--- src/shared/rsrb_pkg.sv ---
// Constants for the reset state and RAM back-up sequencer.
// Assumes a 4-bit core whose registers are held outside and loaded from these values.
package rsrb_pkg;
   // Widths
   localparam int NIB_W = 4;
   localparam int PC_W  = 13;
   // Reset values of control registers
   localparam logic [3:0]  CLK_CTRL_RST   = 4'h8;
   localparam logic [3:0]  NIB_ZERO_RST   = 4'h0;
   localparam logic [3:0]  LATCH_ONE_RST  = 4'hF;
   localparam logic [12:0] PC_RST         = 13'h0000;
   // Supply drop filter length in cycles
   localparam int DROP_SYNC_STAGES = 2;
   // Sequencer states
   typedef enum logic [1:0] {
      RSRB_RUN,
      RSRB_ARMED,
      RSRB_BACKUP
   } rsrb_state_e;
endpackage

--- src/rsrb_seq.sv ---
// Reset state and RAM back-up sequencer for a 4-bit microcontroller core.
// Assumes clk_sys_i is the machine cycle; pins sampled through rsrb_sync.
//
// Notes on behaviour
// - During reset all general port pins are released to high impedance.
// - Reset sets output latches of marked port bits to one.
// - Reset turns key-wakeup port pull-ups off and clears pull-up control.
// - After reset port 5 is input; its direction register is zero.
// - Reset loads program counter with address 0 of page 0.
// - Reset clears interrupt enable, request flags and interrupt control registers.
// - Reset clears timer control registers and all watchdog flags.
// - Reset loads clock control with top bit set, others clear.
// - Reset clears serial mode register and serial done flag.
// - Reset clears key-wakeup, converter control registers and conversion done flag.
// - Reset clears comparator control register, disabling both comparators.
// - A supply-drop detection forces a system reset.
// - Back-up entered only when arm op directly precedes power-off op.
// - Power-off op without preceding arm op acts as no-operation.
// - In back-up the oscillator stops; RAM and reset function remain.
// - Waking from back-up by external signal sets standby flag.
// - Cold start clears standby flag and starts at address 0.
// - Back-up is left on an external wakeup signal or on a cold reset.
`timescale 1ns/1ps
`default_nettype none
module rsrb_seq (
   // Clock and reset
   input  wire logic        clk_sys_i,
   input  wire logic        nrst_i,
   // Asynchronous reset sources and wakeup
   input  wire logic        reset_pin_n_i,
   input  wire logic        supply_drop_i,
   input  wire logic        wakeup_i,
   // Reset from watchdog logic, same clock
   input  wire logic        watchdog_rst_i,
   // Decoded instruction strobes, one per executed instruction
   input  wire logic        instr_valid_i,
   input  wire logic        power_off_arm_op_i,
   input  wire logic        power_off_op_i,
   // Combined system reset, active high
   output logic             sys_rst_o,
   // Oscillator control and back-up status
   output logic             osc_run_o,
   output logic             backup_o,
   output logic             standby_flag_o,
   // Port controls
   output logic             port_oe_o,
   output logic [3:0]       port_latch_o,
   output logic [3:0]       pullup_ctrl_reg_o,
   output logic             pullup_en_o,
   output logic [3:0]       port5_direction_reg_o,
   // Program counter load
   output logic [12:0]      pc_load_o,
   // Interrupt state
   output logic             global_irq_allow_o,
   output logic [5:0]       irq_req_flags_o,
   output logic [3:0]       irq_ctrl1_reg_o,
   output logic [3:0]       irq_ctrl2_reg_o,
   // Timers and watchdog
   output logic [3:0]       timer1_ctrl_reg_o,
   output logic [3:0]       timer2_ctrl_reg_o,
   output logic [3:0]       timer3_ctrl_reg_o,
   output logic [3:0]       timer4_ctrl_reg_o,
   output logic [3:0]       timer6_ctrl_reg_o,
   output logic [1:0]       watchdog_flags_o,
   output logic             watchdog_enable_flag_o,
   // Clock, serial, converter and comparator control
   output logic [3:0]       clock_ctrl_reg_o,
   output logic [3:0]       serial_mode_reg_o,
   output logic             serial_done_flag_o,
   output logic [3:0]       keyon_wake_ctrl_reg_o,
   output logic [3:0]       adc_ctrl_a_reg_o,
   output logic [3:0]       adc_ctrl_b_reg_o,
   output logic             conversion_done_flag_o,
   output logic [3:0]       comparator_ctrl_reg_o
);
   logic                 pin_n_s;
   logic                 drop_s;
   logic                 wake_s;
   logic                 cold_rst;
   logic                 reset_all;
   rsrb_pkg::rsrb_state_e state;
   rsrb_pkg::rsrb_state_e next_state;
   logic                 standby;
   logic                 next_standby;
   logic [2:0]           async_raw;
   logic [2:0]           async_s;

   // Reset-value register group, one field per control output
   typedef struct packed {
      logic [3:0]  port_latch;
      logic [3:0]  pullup_ctrl;
      logic [3:0]  port5_dir;
      logic [12:0] pc_load;
      logic        irq_allow;
      logic [5:0]  irq_req;
      logic [3:0]  irq_ctrl1;
      logic [3:0]  irq_ctrl2;
      logic [3:0]  timer1_ctrl;
      logic [3:0]  timer2_ctrl;
      logic [3:0]  timer3_ctrl;
      logic [3:0]  timer4_ctrl;
      logic [3:0]  timer6_ctrl;
      logic [1:0]  wdog_flags;
      logic        wdog_enable;
      logic [3:0]  clock_ctrl;
      logic [3:0]  serial_mode;
      logic        serial_done;
      logic [3:0]  keyon_wake;
      logic [3:0]  adc_ctrl_a;
      logic [3:0]  adc_ctrl_b;
      logic        conv_done;
      logic [3:0]  comparator;
   } rsrb_init_s;

   rsrb_init_s           init_vals;
   rsrb_init_s           next_init_vals;

   // Synchronise asynchronous sources: bit 0 pin, bit 1 drop, bit 2 wakeup
   assign async_raw = {wakeup_i, supply_drop_i, reset_pin_n_i};
   for (genvar g = 0; g < 3; g++) begin : g_sync
      rsrb_sync u_sync (
         .clk_sys_i (clk_sys_i),
         .nrst_i    (nrst_i),
         .d_i       (async_raw[g]),
         .q_o       (async_s[g])
      );
   end

   // Name the synchronised sources
   assign pin_n_s = async_s[0];
   assign drop_s  = async_s[1];
   assign wake_s  = async_s[2];

   // Cold reset sources; pin sync resets to 0 so reset holds until pin seen high
   // supply drop and watchdog reset
   assign cold_rst  = !pin_n_s || drop_s || watchdog_rst_i;
   // Reset values apply for nrst_i or any cold source
   assign reset_all = !nrst_i || cold_rst;

   // Sequencer and standby flag next values
   always_comb begin
      next_state   = state;
      next_standby = standby;
      unique case (state)
         rsrb_pkg::RSRB_RUN: begin
            if (instr_valid_i && power_off_arm_op_i) begin
               next_state = rsrb_pkg::RSRB_ARMED;
            end
         end
         rsrb_pkg::RSRB_ARMED: begin
            if (instr_valid_i) begin
               if (power_off_op_i) begin
                  next_state = rsrb_pkg::RSRB_BACKUP;
               end else if (!power_off_arm_op_i) begin
                  next_state = rsrb_pkg::RSRB_RUN;
               end
            end
         end
         rsrb_pkg::RSRB_BACKUP: begin
            if (wake_s) begin
               next_state   = rsrb_pkg::RSRB_RUN;
               next_standby = 1'b1;
            end
         end
      endcase
      if (cold_rst) begin
         next_state   = rsrb_pkg::RSRB_RUN;
         next_standby = 1'b0;
      end
   end

   // Sequencer registers
   always_ff @(posedge clk_sys_i) begin
      if (!nrst_i) begin
         state   <= rsrb_pkg::RSRB_RUN;
         standby <= 1'b0;
      end else begin
         state   <= next_state;
         standby <= next_standby;
      end
   end

   assign osc_run_o      = (state != rsrb_pkg::RSRB_BACKUP);
   assign backup_o       = (state == rsrb_pkg::RSRB_BACKUP);
   assign standby_flag_o = standby;
   // Core reset from nrst_i or a cold source; back-up alone does not reset
   assign sys_rst_o      = reset_all;

   assign port_oe_o   = !reset_all;
   assign pullup_en_o = !reset_all && (pullup_ctrl_reg_o != rsrb_pkg::NIB_ZERO_RST);

   // all reset values applied together and held
   always_comb begin
      next_init_vals = init_vals;
      if (reset_all) begin
         next_init_vals.port_latch  = rsrb_pkg::LATCH_ONE_RST;
         next_init_vals.pullup_ctrl = rsrb_pkg::NIB_ZERO_RST;
         next_init_vals.port5_dir   = rsrb_pkg::NIB_ZERO_RST;
         next_init_vals.pc_load     = rsrb_pkg::PC_RST;
         next_init_vals.irq_allow   = 1'b0;
         next_init_vals.irq_req     = 6'h00;
         next_init_vals.irq_ctrl1   = rsrb_pkg::NIB_ZERO_RST;
         next_init_vals.irq_ctrl2   = rsrb_pkg::NIB_ZERO_RST;
         next_init_vals.timer1_ctrl = rsrb_pkg::NIB_ZERO_RST;
         next_init_vals.timer2_ctrl = rsrb_pkg::NIB_ZERO_RST;
         next_init_vals.timer3_ctrl = rsrb_pkg::NIB_ZERO_RST;
         next_init_vals.timer4_ctrl = rsrb_pkg::NIB_ZERO_RST;
         next_init_vals.timer6_ctrl = rsrb_pkg::NIB_ZERO_RST;
         next_init_vals.wdog_flags  = 2'h0;
         next_init_vals.wdog_enable = 1'b0;
         next_init_vals.clock_ctrl  = rsrb_pkg::CLK_CTRL_RST;
         next_init_vals.serial_mode = rsrb_pkg::NIB_ZERO_RST;
         next_init_vals.serial_done = 1'b0;
         next_init_vals.keyon_wake  = rsrb_pkg::NIB_ZERO_RST;
         next_init_vals.adc_ctrl_a  = rsrb_pkg::NIB_ZERO_RST;
         next_init_vals.adc_ctrl_b  = rsrb_pkg::NIB_ZERO_RST;
         next_init_vals.conv_done   = 1'b0;
         next_init_vals.comparator  = rsrb_pkg::NIB_ZERO_RST;
      end
   end

   // Reset-value registers; unknown until the first reset
   always_ff @(posedge clk_sys_i) begin
      init_vals <= next_init_vals;
   end

   // Each control output straight from its register field
   assign port_latch_o           = init_vals.port_latch;
   assign pullup_ctrl_reg_o      = init_vals.pullup_ctrl;
   assign port5_direction_reg_o  = init_vals.port5_dir;
   assign pc_load_o              = init_vals.pc_load;
   assign global_irq_allow_o     = init_vals.irq_allow;
   assign irq_req_flags_o        = init_vals.irq_req;
   assign irq_ctrl1_reg_o        = init_vals.irq_ctrl1;
   assign irq_ctrl2_reg_o        = init_vals.irq_ctrl2;
   assign timer1_ctrl_reg_o      = init_vals.timer1_ctrl;
   assign timer2_ctrl_reg_o      = init_vals.timer2_ctrl;
   assign timer3_ctrl_reg_o      = init_vals.timer3_ctrl;
   assign timer4_ctrl_reg_o      = init_vals.timer4_ctrl;
   assign timer6_ctrl_reg_o      = init_vals.timer6_ctrl;
   assign watchdog_flags_o       = init_vals.wdog_flags;
   assign watchdog_enable_flag_o = init_vals.wdog_enable;
   assign clock_ctrl_reg_o       = init_vals.clock_ctrl;
   assign serial_mode_reg_o      = init_vals.serial_mode;
   assign serial_done_flag_o     = init_vals.serial_done;
   assign keyon_wake_ctrl_reg_o  = init_vals.keyon_wake;
   assign adc_ctrl_a_reg_o       = init_vals.adc_ctrl_a;
   assign adc_ctrl_b_reg_o       = init_vals.adc_ctrl_b;
   assign conversion_done_flag_o = init_vals.conv_done;
   assign comparator_ctrl_reg_o  = init_vals.comparator;
endmodule
`default_nettype wire

--- src/rsrb_sync.sv ---
// Two-flop synchroniser for asynchronous single-bit inputs.
// Assumes one clock domain, synchronous active-low reset.
`timescale 1ns/1ps
`default_nettype none
module rsrb_sync (
   // Clock and reset
   input  wire logic clk_sys_i,
   input  wire logic nrst_i,
   // Data
   input  wire logic d_i,
   output logic      q_o
);
   logic stage1;
   logic next_stage1;
   logic next_q;

   // Next values of both stages
   always_comb begin
      next_stage1 = d_i;
      next_q      = stage1;
   end

   // Register stages; reset takes constants only
   always_ff @(posedge clk_sys_i) begin
      if (!nrst_i) begin
         stage1 <= 1'b0;
         q_o    <= 1'b0;
      end else begin
         stage1 <= next_stage1;
         q_o    <= next_q;
      end
   end
endmodule
`default_nettype wire

--- config.mk ---
export PLATFORM = sky130hd
export DESIGN_NAME = rsrb_seq
export DESIGN_NICKNAME = d
export VERILOG_FILES = /design/src/shared/rsrb_pkg.sv /design/src/rsrb_seq.sv /design/src/rsrb_sync.sv
export SDC_FILE = /design/constraint.sdc
export NUM_CORES = 1
export LEC_CHECK = 0
export ABC_AREA = 1
export BUFFER_PORTS_ARGS = -buffer_cell sky130_fd_sc_hd__buf_4
export CAP_MARGIN = 20
export CELL_PAD_IN_SITES_DETAIL_PLACEMENT = 1
export CELL_PAD_IN_SITES_GLOBAL_PLACEMENT = 1
export CORE_MARGIN = 2
export CORE_UTILIZATION = 25
export CTS_CLUSTER_SIZE = 25
export DETAILED_ROUTE_END_ITERATION = 8
export PLACE_DENSITY = 0.86
export SETUP_SLACK_MARGIN = 0.5
export SYNTH_ARGS = -nofsm -noshare
export SYNTH_HDL_FRONTEND = slang
export SYNTH_SLANG_ARGS = --single-unit
--- constraint.sdc ---
create_clock -name clk_sys_i -period 2.24 [get_ports clk_sys_i]
set_input_delay 0.224 -clock clk_sys_i [delete_from_list [all_inputs] [get_ports clk_sys_i]]
set_output_delay 0.224 -clock clk_sys_i [all_outputs]
set_load 0.01 [all_outputs]
==> results of run 1 <==
==> per-layer routing <==
metal  GRT usage [%]  vias up
li1                -      283
met1            4.14      247
met2            9.31       55
met3            3.90        2
met4            2.56        0
met5               0        -
==> kinds of logic after synthesis <==
family,synth area share (%)
compound gates,0.920
fa+ha+maj,4.60
buf+inv,67.4
flops,16.6
other cells,0.690
simple gates,9.89
==> worst max-delay path: stages, from the launching register on <==
cell,delay [ps]
dfxtp_1,330
inv_1,90
ha_1,220
inv_1,50
buf_4,110
==> final timing paths <==
check | from | end | slack [ps] | cells past startpoint
hold reg to reg | g_sync[1].u_sync.next_q$_SDFF_PN0_ | g_sync[1].u_sync.q_o$_SDFF_PN0_ | 410 | 2
hold / removal | supply_drop_i | g_sync[1].u_sync.next_q$_SDFF_PN0_ | 170 | 3
setup / recovery | state[0]$_SDFFE_PP0P_ | osc_run_o | 980 | 4
setup reg to reg | state[0]$_SDFFE_PP0P_ | state[0]$_SDFFE_PP0P_ | 1120 | 9
==> placed cells by master, fill, tap and decap left out <==
master    Yosys  final
a21oi_1       2      2
buf_4        90     13
clkbuf_1      0      1
clkbuf_8      0      3
clkinv_2      1      1
conb_1        2     90
dfxtp_1       9      9
ha_1          4      4
inv_1        13     13
inv_2         1      1
nand2_1      16     16
nand2_2       3      3
nand3_1       2      2
nor2_1        5      5
==> layout make-up <==
cell class,instances,area [µm²],area share [%]
repair buffers,13,97.6,10.3
inverters,15,57.6,6.07
flip-flops and latches,9,180,19.0
well taps,50,62.6,6.60
multi-input cells,122,505,53.3
clock buffers,4,45.0,4.75
==> registers in the layout, summed over array words and instances, names as in the netlist <==
signal                flops
g_sync.u_sync.q_o         3
standby_flag_o            1
state                     2
g_sync.u_sync.next_q      3
==> per-stage QoR <==
stage / util [%] / instance area [µm²] / hold WS, ps / total power, mW
detailed placement: 22.1 / 903 / 404 / 0.264
global route: 23.2 / 948 / 177 / 0.489
global placement: 22.1 / 903 / 394 / 0.263
finish: 23.2 / 948 / 172 / 0.453
CTS: 23.2 / 948 / 167 / 0.459
floorplan: - / 1420 / 317 / 0.364
==> power groups by stage <==
stage	combinational, mW	clock (mW)	sequential, mW
4_1_cts	0.0939	0.198	0.168
3_5_place_dp	0.0938	0	0.171
2_1_floorplan	0.194	0	0.170
5_1_grt	0.109	0.212	0.168
3_3_place_gp	0.0927	0	0.170
6_report	0.0979	0.188	0.168
==> metrics list, run 1 <==
- Top routing layer in use: met4
* Vertical extent of the die: 70.0 µm
- Number of buffers inserted during clock tree synthesis: 3
* Crit share post-route: 56.2%
* Largest clock skew in the final design: 0.890 ps
* Cell Count, Final, Fillers Out: 213
- Of the synthesized area, sequential elements account for 16.6%.
- Core Footprint: 4090 µm²
- The number of global-route vias before repair came to 443.
- Summed over all layers, the global routing overflow is 0.
* Post-synth EDFFs: 0
- The first routing iteration left 9 violations.
- After clock tree synthesis, the clock-pin slew on the worst setup and hold paths is 40 ps.
- Cell types with the largest area share after synthesis: buf_4, dfxtp_1, nand2_1, ha_1, inv_1
* Final worst-path setup slack: 981 ps
* Number of nets in the layout: 177
* H-tree depth: 1
- The synthesized netlist contains 12 unique library cells.
- Setup crit end kind: primary output
- Area growth from synthesis to layout: -12.9%
- Wire length on met1: 409 µm
- The flow ran to the end, and the final reports show no timing, DRC or antenna violations.
- Later-pin clock latency in the skew report: 230 ps
- In this run switching power makes up 32.7% of total power.
- The number of gates resized after CTS was 0.
- Most used flip-flop cell after synthesis: dfxtp_1
- Syn avg cell area: 7.36 µm²
- Internal power comes to 0.305 mW.
- The first global-routing pass estimated 1.94 mm of wire.
- Summing every instance area after synthesis gives 1090 µm².
- The tree built by TritonCTS fans out to 9 sinks.
- In the synthesized netlist the async set-or-reset flop fraction comes to 0%.
- Layout cell share with drive strength beyond 1: 12.9%
* FILL cells: 562
- At the worst endpoint, the required time is 2020 ps.
- During synthesis, Yosys emitted a total of 0 warnings.
- Met3 WL: 255 µm
- Buffers on Ports: 13
- Using the TritonRoute via totals, the vias-per-cell ratio works out to 2.76.
- For this run, the total global-route usage over all layers was measured as 5.21%.
- The critical path in this run is classified as reg2out.
- Post-Place Cells: 209
- Pre-CTS WS: 1100 ps
- Final slew viol count: 0
- Cells after Synth: 148
- Count of state elements after synthesis: 9
- Setup violations remaining at the end of the flow were counted as 0.
- Largest buffer count on any clock path: 2
* Part of the total power dissipated in the clock network: 41.4%
- For this design the top-level I/O count stands at 104.
* Total length of routed met2 wires: 761 µm
* Diodes inserted: 0
- Kind of start point of the critical path: flip-flop
- Combinational cells account for 21.6% of the total power.
- The number of antenna violations at the first check in global routing came to 0.
* Effective utilization at floorplan: 26.6%
* Switching power: 0.148 mW
- HP Class: in2reg
- CTS tree: yes
* Drt wl/cell: 6.77 µm
* Post-synth top cells: buf_4, nand2_1, inv_1
- Of all nets on the critical path, the largest fanout is 4.
- Dividing total power by cell area gives a power density of 478 nW/µm².
* Post-route antenna net violation count: 0
- DRC Markers: 0
- Hold buffers post-CTS: 0
- Entering global routing, the biggest net connects 8 pins.
* Die span in x: 70.0 µm
- The floorplan has 23 rows.
- Fraction of synthesized cell area taken by the top area cell type: 62.1%
* Most common cell in the netlist: buf_4
- Total Neg Setup Slack: 0 ps
* Static power due to leakage: 0.601 nW
- The HPWL after detailed placement is 1.31 mm.
- Max-cap violations: 0
* TritonRoute pass-1 iters: 3
- After detailed routing, the total wire length is 1.44 mm.
- Setup bufs post-CTS: 0
- The floorplan step defined a die boundary enclosing 4900 µm².
- For this block, the via count after detailed routing is 587.
- The cell sitting at the root of the clock tree is a clkbuf_8.
- Top cell type by total area after synthesis: buf_4
- Setup repair after global routing left no endpoint under its margin.
- VDD sags by at most 206 µV.
- Per report_power, the sequential group accounts for 37.0% of the total.
* Highest clock frequency the design can meet: 0.794 GHz
* Post-route minimum period: 1260 ps
* CP Data Arrival Time: 1040 ps
- At the end of routability-driven placement, the weighted congestion stood at 0.647.
- Final hold vios: 0
Note: power is estimated with default switching activity, not from simulation.
==> inputs of run 2 (changes only) <==
ABC_AREA = 0   (was 1)
CORE_UTILIZATION = 21   (was 25)
PLACE_DENSITY = 0.76   (was 0.86)
clock period = 1.1 ns   (was 2.24 ns; I/O delays follow)
==> metrics list, run 2 <==
- The y dimension of the die came to 75.3 µm (+7.6%).
- The library cells used most frequently in the layout, excluding fill and tap cells, are conb_1, buf_4, buf_6, and2_2, dfxtp_1.
- WS Path Type: reg2reg
- buf_4 takes more of the synthesized area than any other cell.
- The run finished, with violations left.
- YS warnings: 0 (unchanged)
- Final hold vios: 0 (unchanged)
- H-tree depth: 1 (unchanged)
* TritonRoute pass-1 iters: 3 (unchanged)
- Setup repair after global routing could not meet its margin everywhere.
- Highest clock frequency the design can meet: 0.736 GHz
- The count of buffers inserted at the top-level ports came to 13 (unchanged).
- Cell Rows: 25 (+8.7%)
- Clock-pin slew reported for the worst setup and hold paths after clock tree synthesis: 40 ps (about the same)
- Fraction of synthesized cell area taken by the top area cell type: 63.2% (+1.2 points)
* Final slew viol count: 0 (unchanged)
- The number of synthesized register bits is 9 (unchanged).
- The total die area is 5670 µm² (+16%).
- The core footprint is 4820 µm² (+18%).
- STA classifies the critical path endpoint as a flip-flop.
- The number of top-level pins was 104 (unchanged).
- Vias after detailed routing: 567 (-3.4%)
* Final hold slack: 102 ps (-70.3 ps)
- Max-cap violations: 0 (unchanged)
* DRC Markers: 0 (unchanged)
* Post-route antenna net violation count: 0 (unchanged)
- The checks that failed: setup timing.
* Wire length reported by the detailed router: 1.63 mm (+13%)
- Summed instance area of the synthesized netlist: 1070 µm² (-1.8%)
- The starting utilization of the core area is 22.2% (-4.5 points).
* Number of buffers inserted during clock tree synthesis: 3 (unchanged)
* Unique masters post-synth: 19 (+7)
- Area growth from synthesis to layout: 4.68%
* Number of DRC markers in iteration 0: 7 (-2)
- Largest clock skew in the final design: 3.00 ps (+2.11 ps)
- HP Class: in2reg
* CTS Root Cell: clkbuf_8
- Layout cell share with drive strength beyond 1: 29.4% (+17 points)
- The clock latency reported for the late side of the worst-skew pair came to 230 ps (about the same).
- The total leakage power was 0.588 nW (-2.2%).
* Most common cell in the netlist: buf_4
- Drt wl/cell: 7.39 µm (+9.2%)
- TritonCTS built the clock tree.
- After layout, the minimum clock period comes to 1360 ps.
- The global placement routability congestion was 0.709 (+9.5%).
* Mean number of vias per cell: 2.58 (-6.5%)
* Post-synth top cells: buf_4, dfxtp_1, and2_2
- Pre-CTS WS: -276 ps (-1380 ps)
* Sequential fraction of the synthesis area: 16.9% (+0.31 points)
* Largest net degree at the start of global routing: 8 (unchanged)
- GRT overflow: 0 (unchanged)
- The antenna diode instance count came to 0 (unchanged).
- Crit path required time: 1250 ps (-770 ps)
- HPWL reported at the end of detailed placement: 1.39 mm (+5.5%)
* Global-route wire length before repair: 2.04 mm (+5.4%)
- The number of nets in the layout came to 167 (-5.6%).
- Syn avg cell area: 8.22 µm² (+12%)
- Overall Global Routing Usage: 4.91% (-0.30 points)
- STA classifies the critical path startpoint as a flip-flop.
* Post-synth EDFFs: 0 (unchanged)
* Worst IR drop on VDD: 468 µV (+130%)
* Final Setup Violations: 6 (+6)
- Fin util: 23.2% (about the same)
- The highest fanout seen on the critical path is 4 (unchanged).
* Cell types with the largest area share after synthesis: buf_4, dfxtp_1, ha_1, and2_2, and4bb_4
- Share of synthesized flip-flops with an asynchronous set or reset: 0% (unchanged)
* Most used flip-flop cell after synthesis: dfxtp_1
- Crit share post-route: 123%
- Initial antenna violation count: 0 (unchanged)
- The setup slack after layout was -258 ps (-1240 ps).
* Number of sinks driven by the clock tree: 9 (unchanged)
- Die span in x: 75.3 µm (+7.6%)
- Power Density: 815 nW/µm² (+71%)
- Vias in the first global route: 449 (+1.4%)
- The library cell used most frequently in the layout, excluding fill and tap cells, is conb_1.
- The synthesized instance count came to 130 (-12%).
- The data arrival time of the worst path was 1510 ps (+470 ps).
* Largest buffer count on any clock path: 2 (unchanged)
## run 2: cell families after synthesis
group | share of synthesized area (%)
buffers and inverters | 65.0
and+or+nand+nor | 9.13
DFF | 16.9
AOI/OAI and AO/OA | 3.63
adders and majority gates | 4.68
other | 0.703
## run 2: power breakdown
| part | total, mW | leakage (nW) | switching (mW) | internal (mW) |
|---|---|---|---|---|
| combinational | 0.205 | 0.489 | 0.164 | 0.0406 |
| sequential | 0.336 | 0.0759 | 0.00303 | 0.333 |
| clock | 0.371 | 0.0228 | 0.120 | 0.252 |
## run 2: final timing paths
path | startpoint | end | slack, ps | cells past startpoint
worst max register to register | state[0]$_SDFFE_PP0P_ | state[0]$_SDFFE_PP0P_ | -260 | 5
worst min-delay path | supply_drop_i | g_sync[1].u_sync.next_q$_SDFF_PN0_ | 100 | 2
worst min register to register | g_sync[2].u_sync.next_q$_SDFF_PN0_ | g_sync[2].u_sync.q_o$_SDFF_PN0_ | 450 | 1
worst max-delay path | state[0]$_SDFFE_PP0P_ | state[0]$_SDFFE_PP0P_ | -260 | 5
## run 2: metrics by stage
| stage | power (mW) | setup TNS (ps) | cell area (µm²) | instances |
|---|---|---|---|---|
| after floorplan | 0.733 | -400 | 1430 | 218 |
| after global placement | 0.527 | -475 | 967 | 212 |
| after detailed placement | 0.528 | -551 | 967 | 212 |
| after CTS | 0.923 | -893 | 1100 | 219 |
| after global routing | 0.987 | -1030 | 1120 | 220 |
| final | 0.912 | -717 | 1120 | 220 |
## run 2: final cells by class
cell class | count | area [µm²]
Multi-Input combinational cell | 114 | 589
Timing Repair Buffer | 21 | 188
Clock buffer | 4 | 45.0
Inverter | 5 | 23.8
Sequential cell | 9 | 189
Fill cell | 623 | 3700
Tap cell | 67 | 83.8
## run 2: repair_timing
item	4_1_cts	5_1_grt
cloned	0	0
setup buffers	3	1
pin swaps	3	2
endpoints found under the setup margin	8	8
resized for setup	15	3
hold buffers	0	0
## run 2: critical path, stage by stage (launching register included)
cell	delay (ps)
dfxtp_4	360
inv_4	50
ha_4	150
a22o_4	250
or3_1	350
a21oi_1	120
## run 2: routing by layer
metal | vias up | wire [µm] | global-route usage [%] | share of wire, %
met5 | - | 0 | 0 | 0
met1 | 248 | 512 | 5.20 | 31
met3 | 0 | 248 | 3.17 | 15
li1 | 265 | - | - | -
met2 | 54 | 865 | 8.21 | 53
met4 | 0 | 0 | 1.17 | 0
==> inputs of run 3 (changes only) <==
ABC_AREA = 1   (was 0)
HOLD_SLACK_MARGIN = 0.12   (was not set)
PLACE_DENSITY = 0.77   (was 0.76)
==> metrics list, run 3 (synthesized netlist as in run 1, its figures left out) <==
- The number of nets in the layout came to 180 (+7.8%).
* Fin util: 21.6% (-1.6 points)
- The fmax was 0.922 GHz (+25%).
- TritonRoute pass-1 iters: 2 (-1)
- Cell Rows: 26 (+4.0%)
- Number of buffers inserted during clock tree synthesis: 3 (unchanged)
- Final Setup Violations: 0 (-6)
- Layout cell share with drive strength beyond 1: 25.3% (-4.1 points)
* DRC Markers: 0 (unchanged)
- Worst IR drop on VDD: 504 µV (+7.6%)
- The number of nets with antenna violations after detailed routing came to 0 (unchanged).
* Wire length reported by the detailed router: 1.58 mm (-3.0%)
- The core footprint came to 5040 µm² (+4.7%).
- Post-route minimum period: 1080 ps (-273 ps)
- Boundary pin count: 104 (unchanged)
- Number of sinks driven by the clock tree: 9 (unchanged)
- Internal: 0.622 mW (-0.48%)
- Mean number of vias per cell: 2.61 (+1.1%)
- The area taken by multi-input logic gates came to 573 µm² (-2.8%).
* Commonest cells after routing, fill and taps aside: conb_1, nand2_1, buf_4, inv_1
* Crit-path cells: inv_1, nand2_1, nor2_2, nand2_2, inv_4, buf_6
- Part of the total power dissipated in the clock network: 40.6% (about the same)
- The setup slack after layout came to 15.7 ps (+273 ps).
- The fraction of power consumed by sequential logic was 36.7% (-0.2 points).
- Most frequent standard cell in the layout excluding fill and tap cells: conb_1
- Effective utilization at floorplan: 21.6% (-0.59 points)
- The total vias in the final route was 615 (+8.5%).
- The deepest level of the CTS H-tree came to 1 (unchanged).
- Initial antenna violation count: 0 (unchanged)
- The sum of buffers and inverters on the critical path was 3 (+2).
* Final hold vios: 0 (unchanged)
- Area growth from synthesis to layout: 0.230%
- The highest fanout seen on the critical path was 3 (-1).
- The part of the power in combinational logic was 22.6% (+0.2 points).
- Switching power: 0.302 mW (+5.3%)
- CTS Root Cell: clkbuf_8
- The data arrival time of the worst path came to 970 ps (-540 ps).
* Vertical extent of the die: 76.0 µm (+0.88%)
- HP Class: in2reg
- Buffers on Ports: 13 (unchanged)
- Among cell families on the critical path, the largest total delay comes from flip-flops.
- The cell area power density came to 847 nW/µm² (+3.9%).
* Pre-CTS WS: 49.9 ps (+326 ps)
* Area taken by flip-flops and latches: 186 µm² (-1.3%)
* Number of DRC markers in iteration 0: 4 (-3)
- The total die area is 5780 µm² (+1.8%).
* Crit path required time: 990 ps (-260 ps)
* Later-pin clock latency in the skew report: 230 ps (about the same)
* Unrepaired setup endpoints after global routing: true
* GRT overflow: 0 (unchanged)
- Max-cap violations: 0 (unchanged)
* Clock-pin slew reported for the worst setup and hold paths after clock tree synthesis: 40 ps (about the same)
- Critical-path top delay cell: dfxtp_1
* FILL cells: 640 (+2.7%)
- The antenna diode instance count was 0 (unchanged).
* Last weighted congestion value of the routability-driven placer: 0.667 (-5.8%)
- The die width is 76.0 µm (+0.88%).
- Overall Global Routing Usage: 4.42% (-0.50 points)
* Kind of start point of the critical path: flip-flop
* HPWL reported at the end of detailed placement: 1.29 mm (-6.7%)
- The average routed wire per standard cell was 6.68 µm (-9.6%).
- Vias in the first global route: 482 (+7.3%)
* Largest buffer count on any clock path: 2 (unchanged)
- The fraction of the cycle the final worst path needs is 98.6% (-25 points).
- Largest net degree at the start of global routing: 8 (unchanged)
- Static power due to leakage: 0.633 nW (+7.6%)
* Setup crit end kind: primary output
* CTS tree: yes
* Switching share of total power: 32.7% (+1.2 points)
* Largest clock skew in the final design: 0.256 ps (-2.74 ps)
* Result of the run: finished clean
- The global-route wire length before repair came to 2.04 mm (unchanged).
- Final slew viol count: 0 (unchanged)
- The largest incremental delay on the critical path came to 290 ps (-70 ps).
- WS Path Type: reg2out
[run 3: area by class of cell]
cell class / instances / share of cell area [%]
multi-input combinational: 122 / 52.5
sequential: 9 / 17.1
timing repair buffer: 16 / 12.4
tap: 70 / 8.03
inverter: 15 / 5.85
clock buffer: 4 / 4.13
[run 3: per-layer routing]
layer / global-route usage [%] / wire length (µm) / vias to the layer above
li1: - / - / 287
met1: 4.19 / 500 / 272
met2: 7.77 / 798 / 54
met3: 3.08 / 269 / 2
met4: 1.09 / 8 / 0
met5: 0 / 0 / -
[run 3: metrics by stage]
step	power, mW	setup TNS [ps]	instances	cell area, µm²	hold slack (ps)
final	0.924	0	236	1090	62.1
after global routing	0.992	-211	236	1090	57.4
after global placement	0.535	0	229	961	296
after floorplan	0.741	0	236	1450	203
after detailed placement	0.537	0	229	961	300
after CTS	0.933	-46.3	235	1080	57.3
[run 3: power groups by stage]
stage                     combinational, mW  sequential [mW]  clock, mW
final                                 0.209            0.340      0.375
after global routing                  0.230            0.339      0.423
after CTS                             0.198            0.339      0.396
after detailed placement              0.192            0.345          0
after global placement                0.190            0.345          0
after floorplan                       0.397            0.344          0
[run 3: repair_timing]
| item | 4_1_cts | 5_1_grt |
|---|---|---|
| pin swaps | 10 | 5 |
| gates resized for setup | 15 | 3 |
| buffers inserted | 2 | 1 |
| hold endpoints to repair | 3 | 3 |
| setup endpoints to repair | 8 | 8 |
[run 3: path summary, 6_finish.rpt]
check / startpoint / to / cells past startpoint / slack, ps
worst max-delay path: g_sync[1].u_sync.q_o$_SDFF_PN0_ / port_oe_o / 6 / 20
worst min-delay path: supply_drop_i / g_sync[1].u_sync.next_q$_SDFF_PN0_ / 3 / 60
worst max register to register: state[0]$_SDFFE_PP0P_ / state[0]$_SDFFE_PP0P_ / 8 / 20
worst min register to register: g_sync[0].u_sync.next_q$_SDFF_PN0_ / g_sync[0].u_sync.q_o$_SDFF_PN0_ / 2 / 410
[run 3: worst min-delay path, cell delays in order]
cell and delay [ps]:
buf_4 80, nand2_1 40, inv_1 40
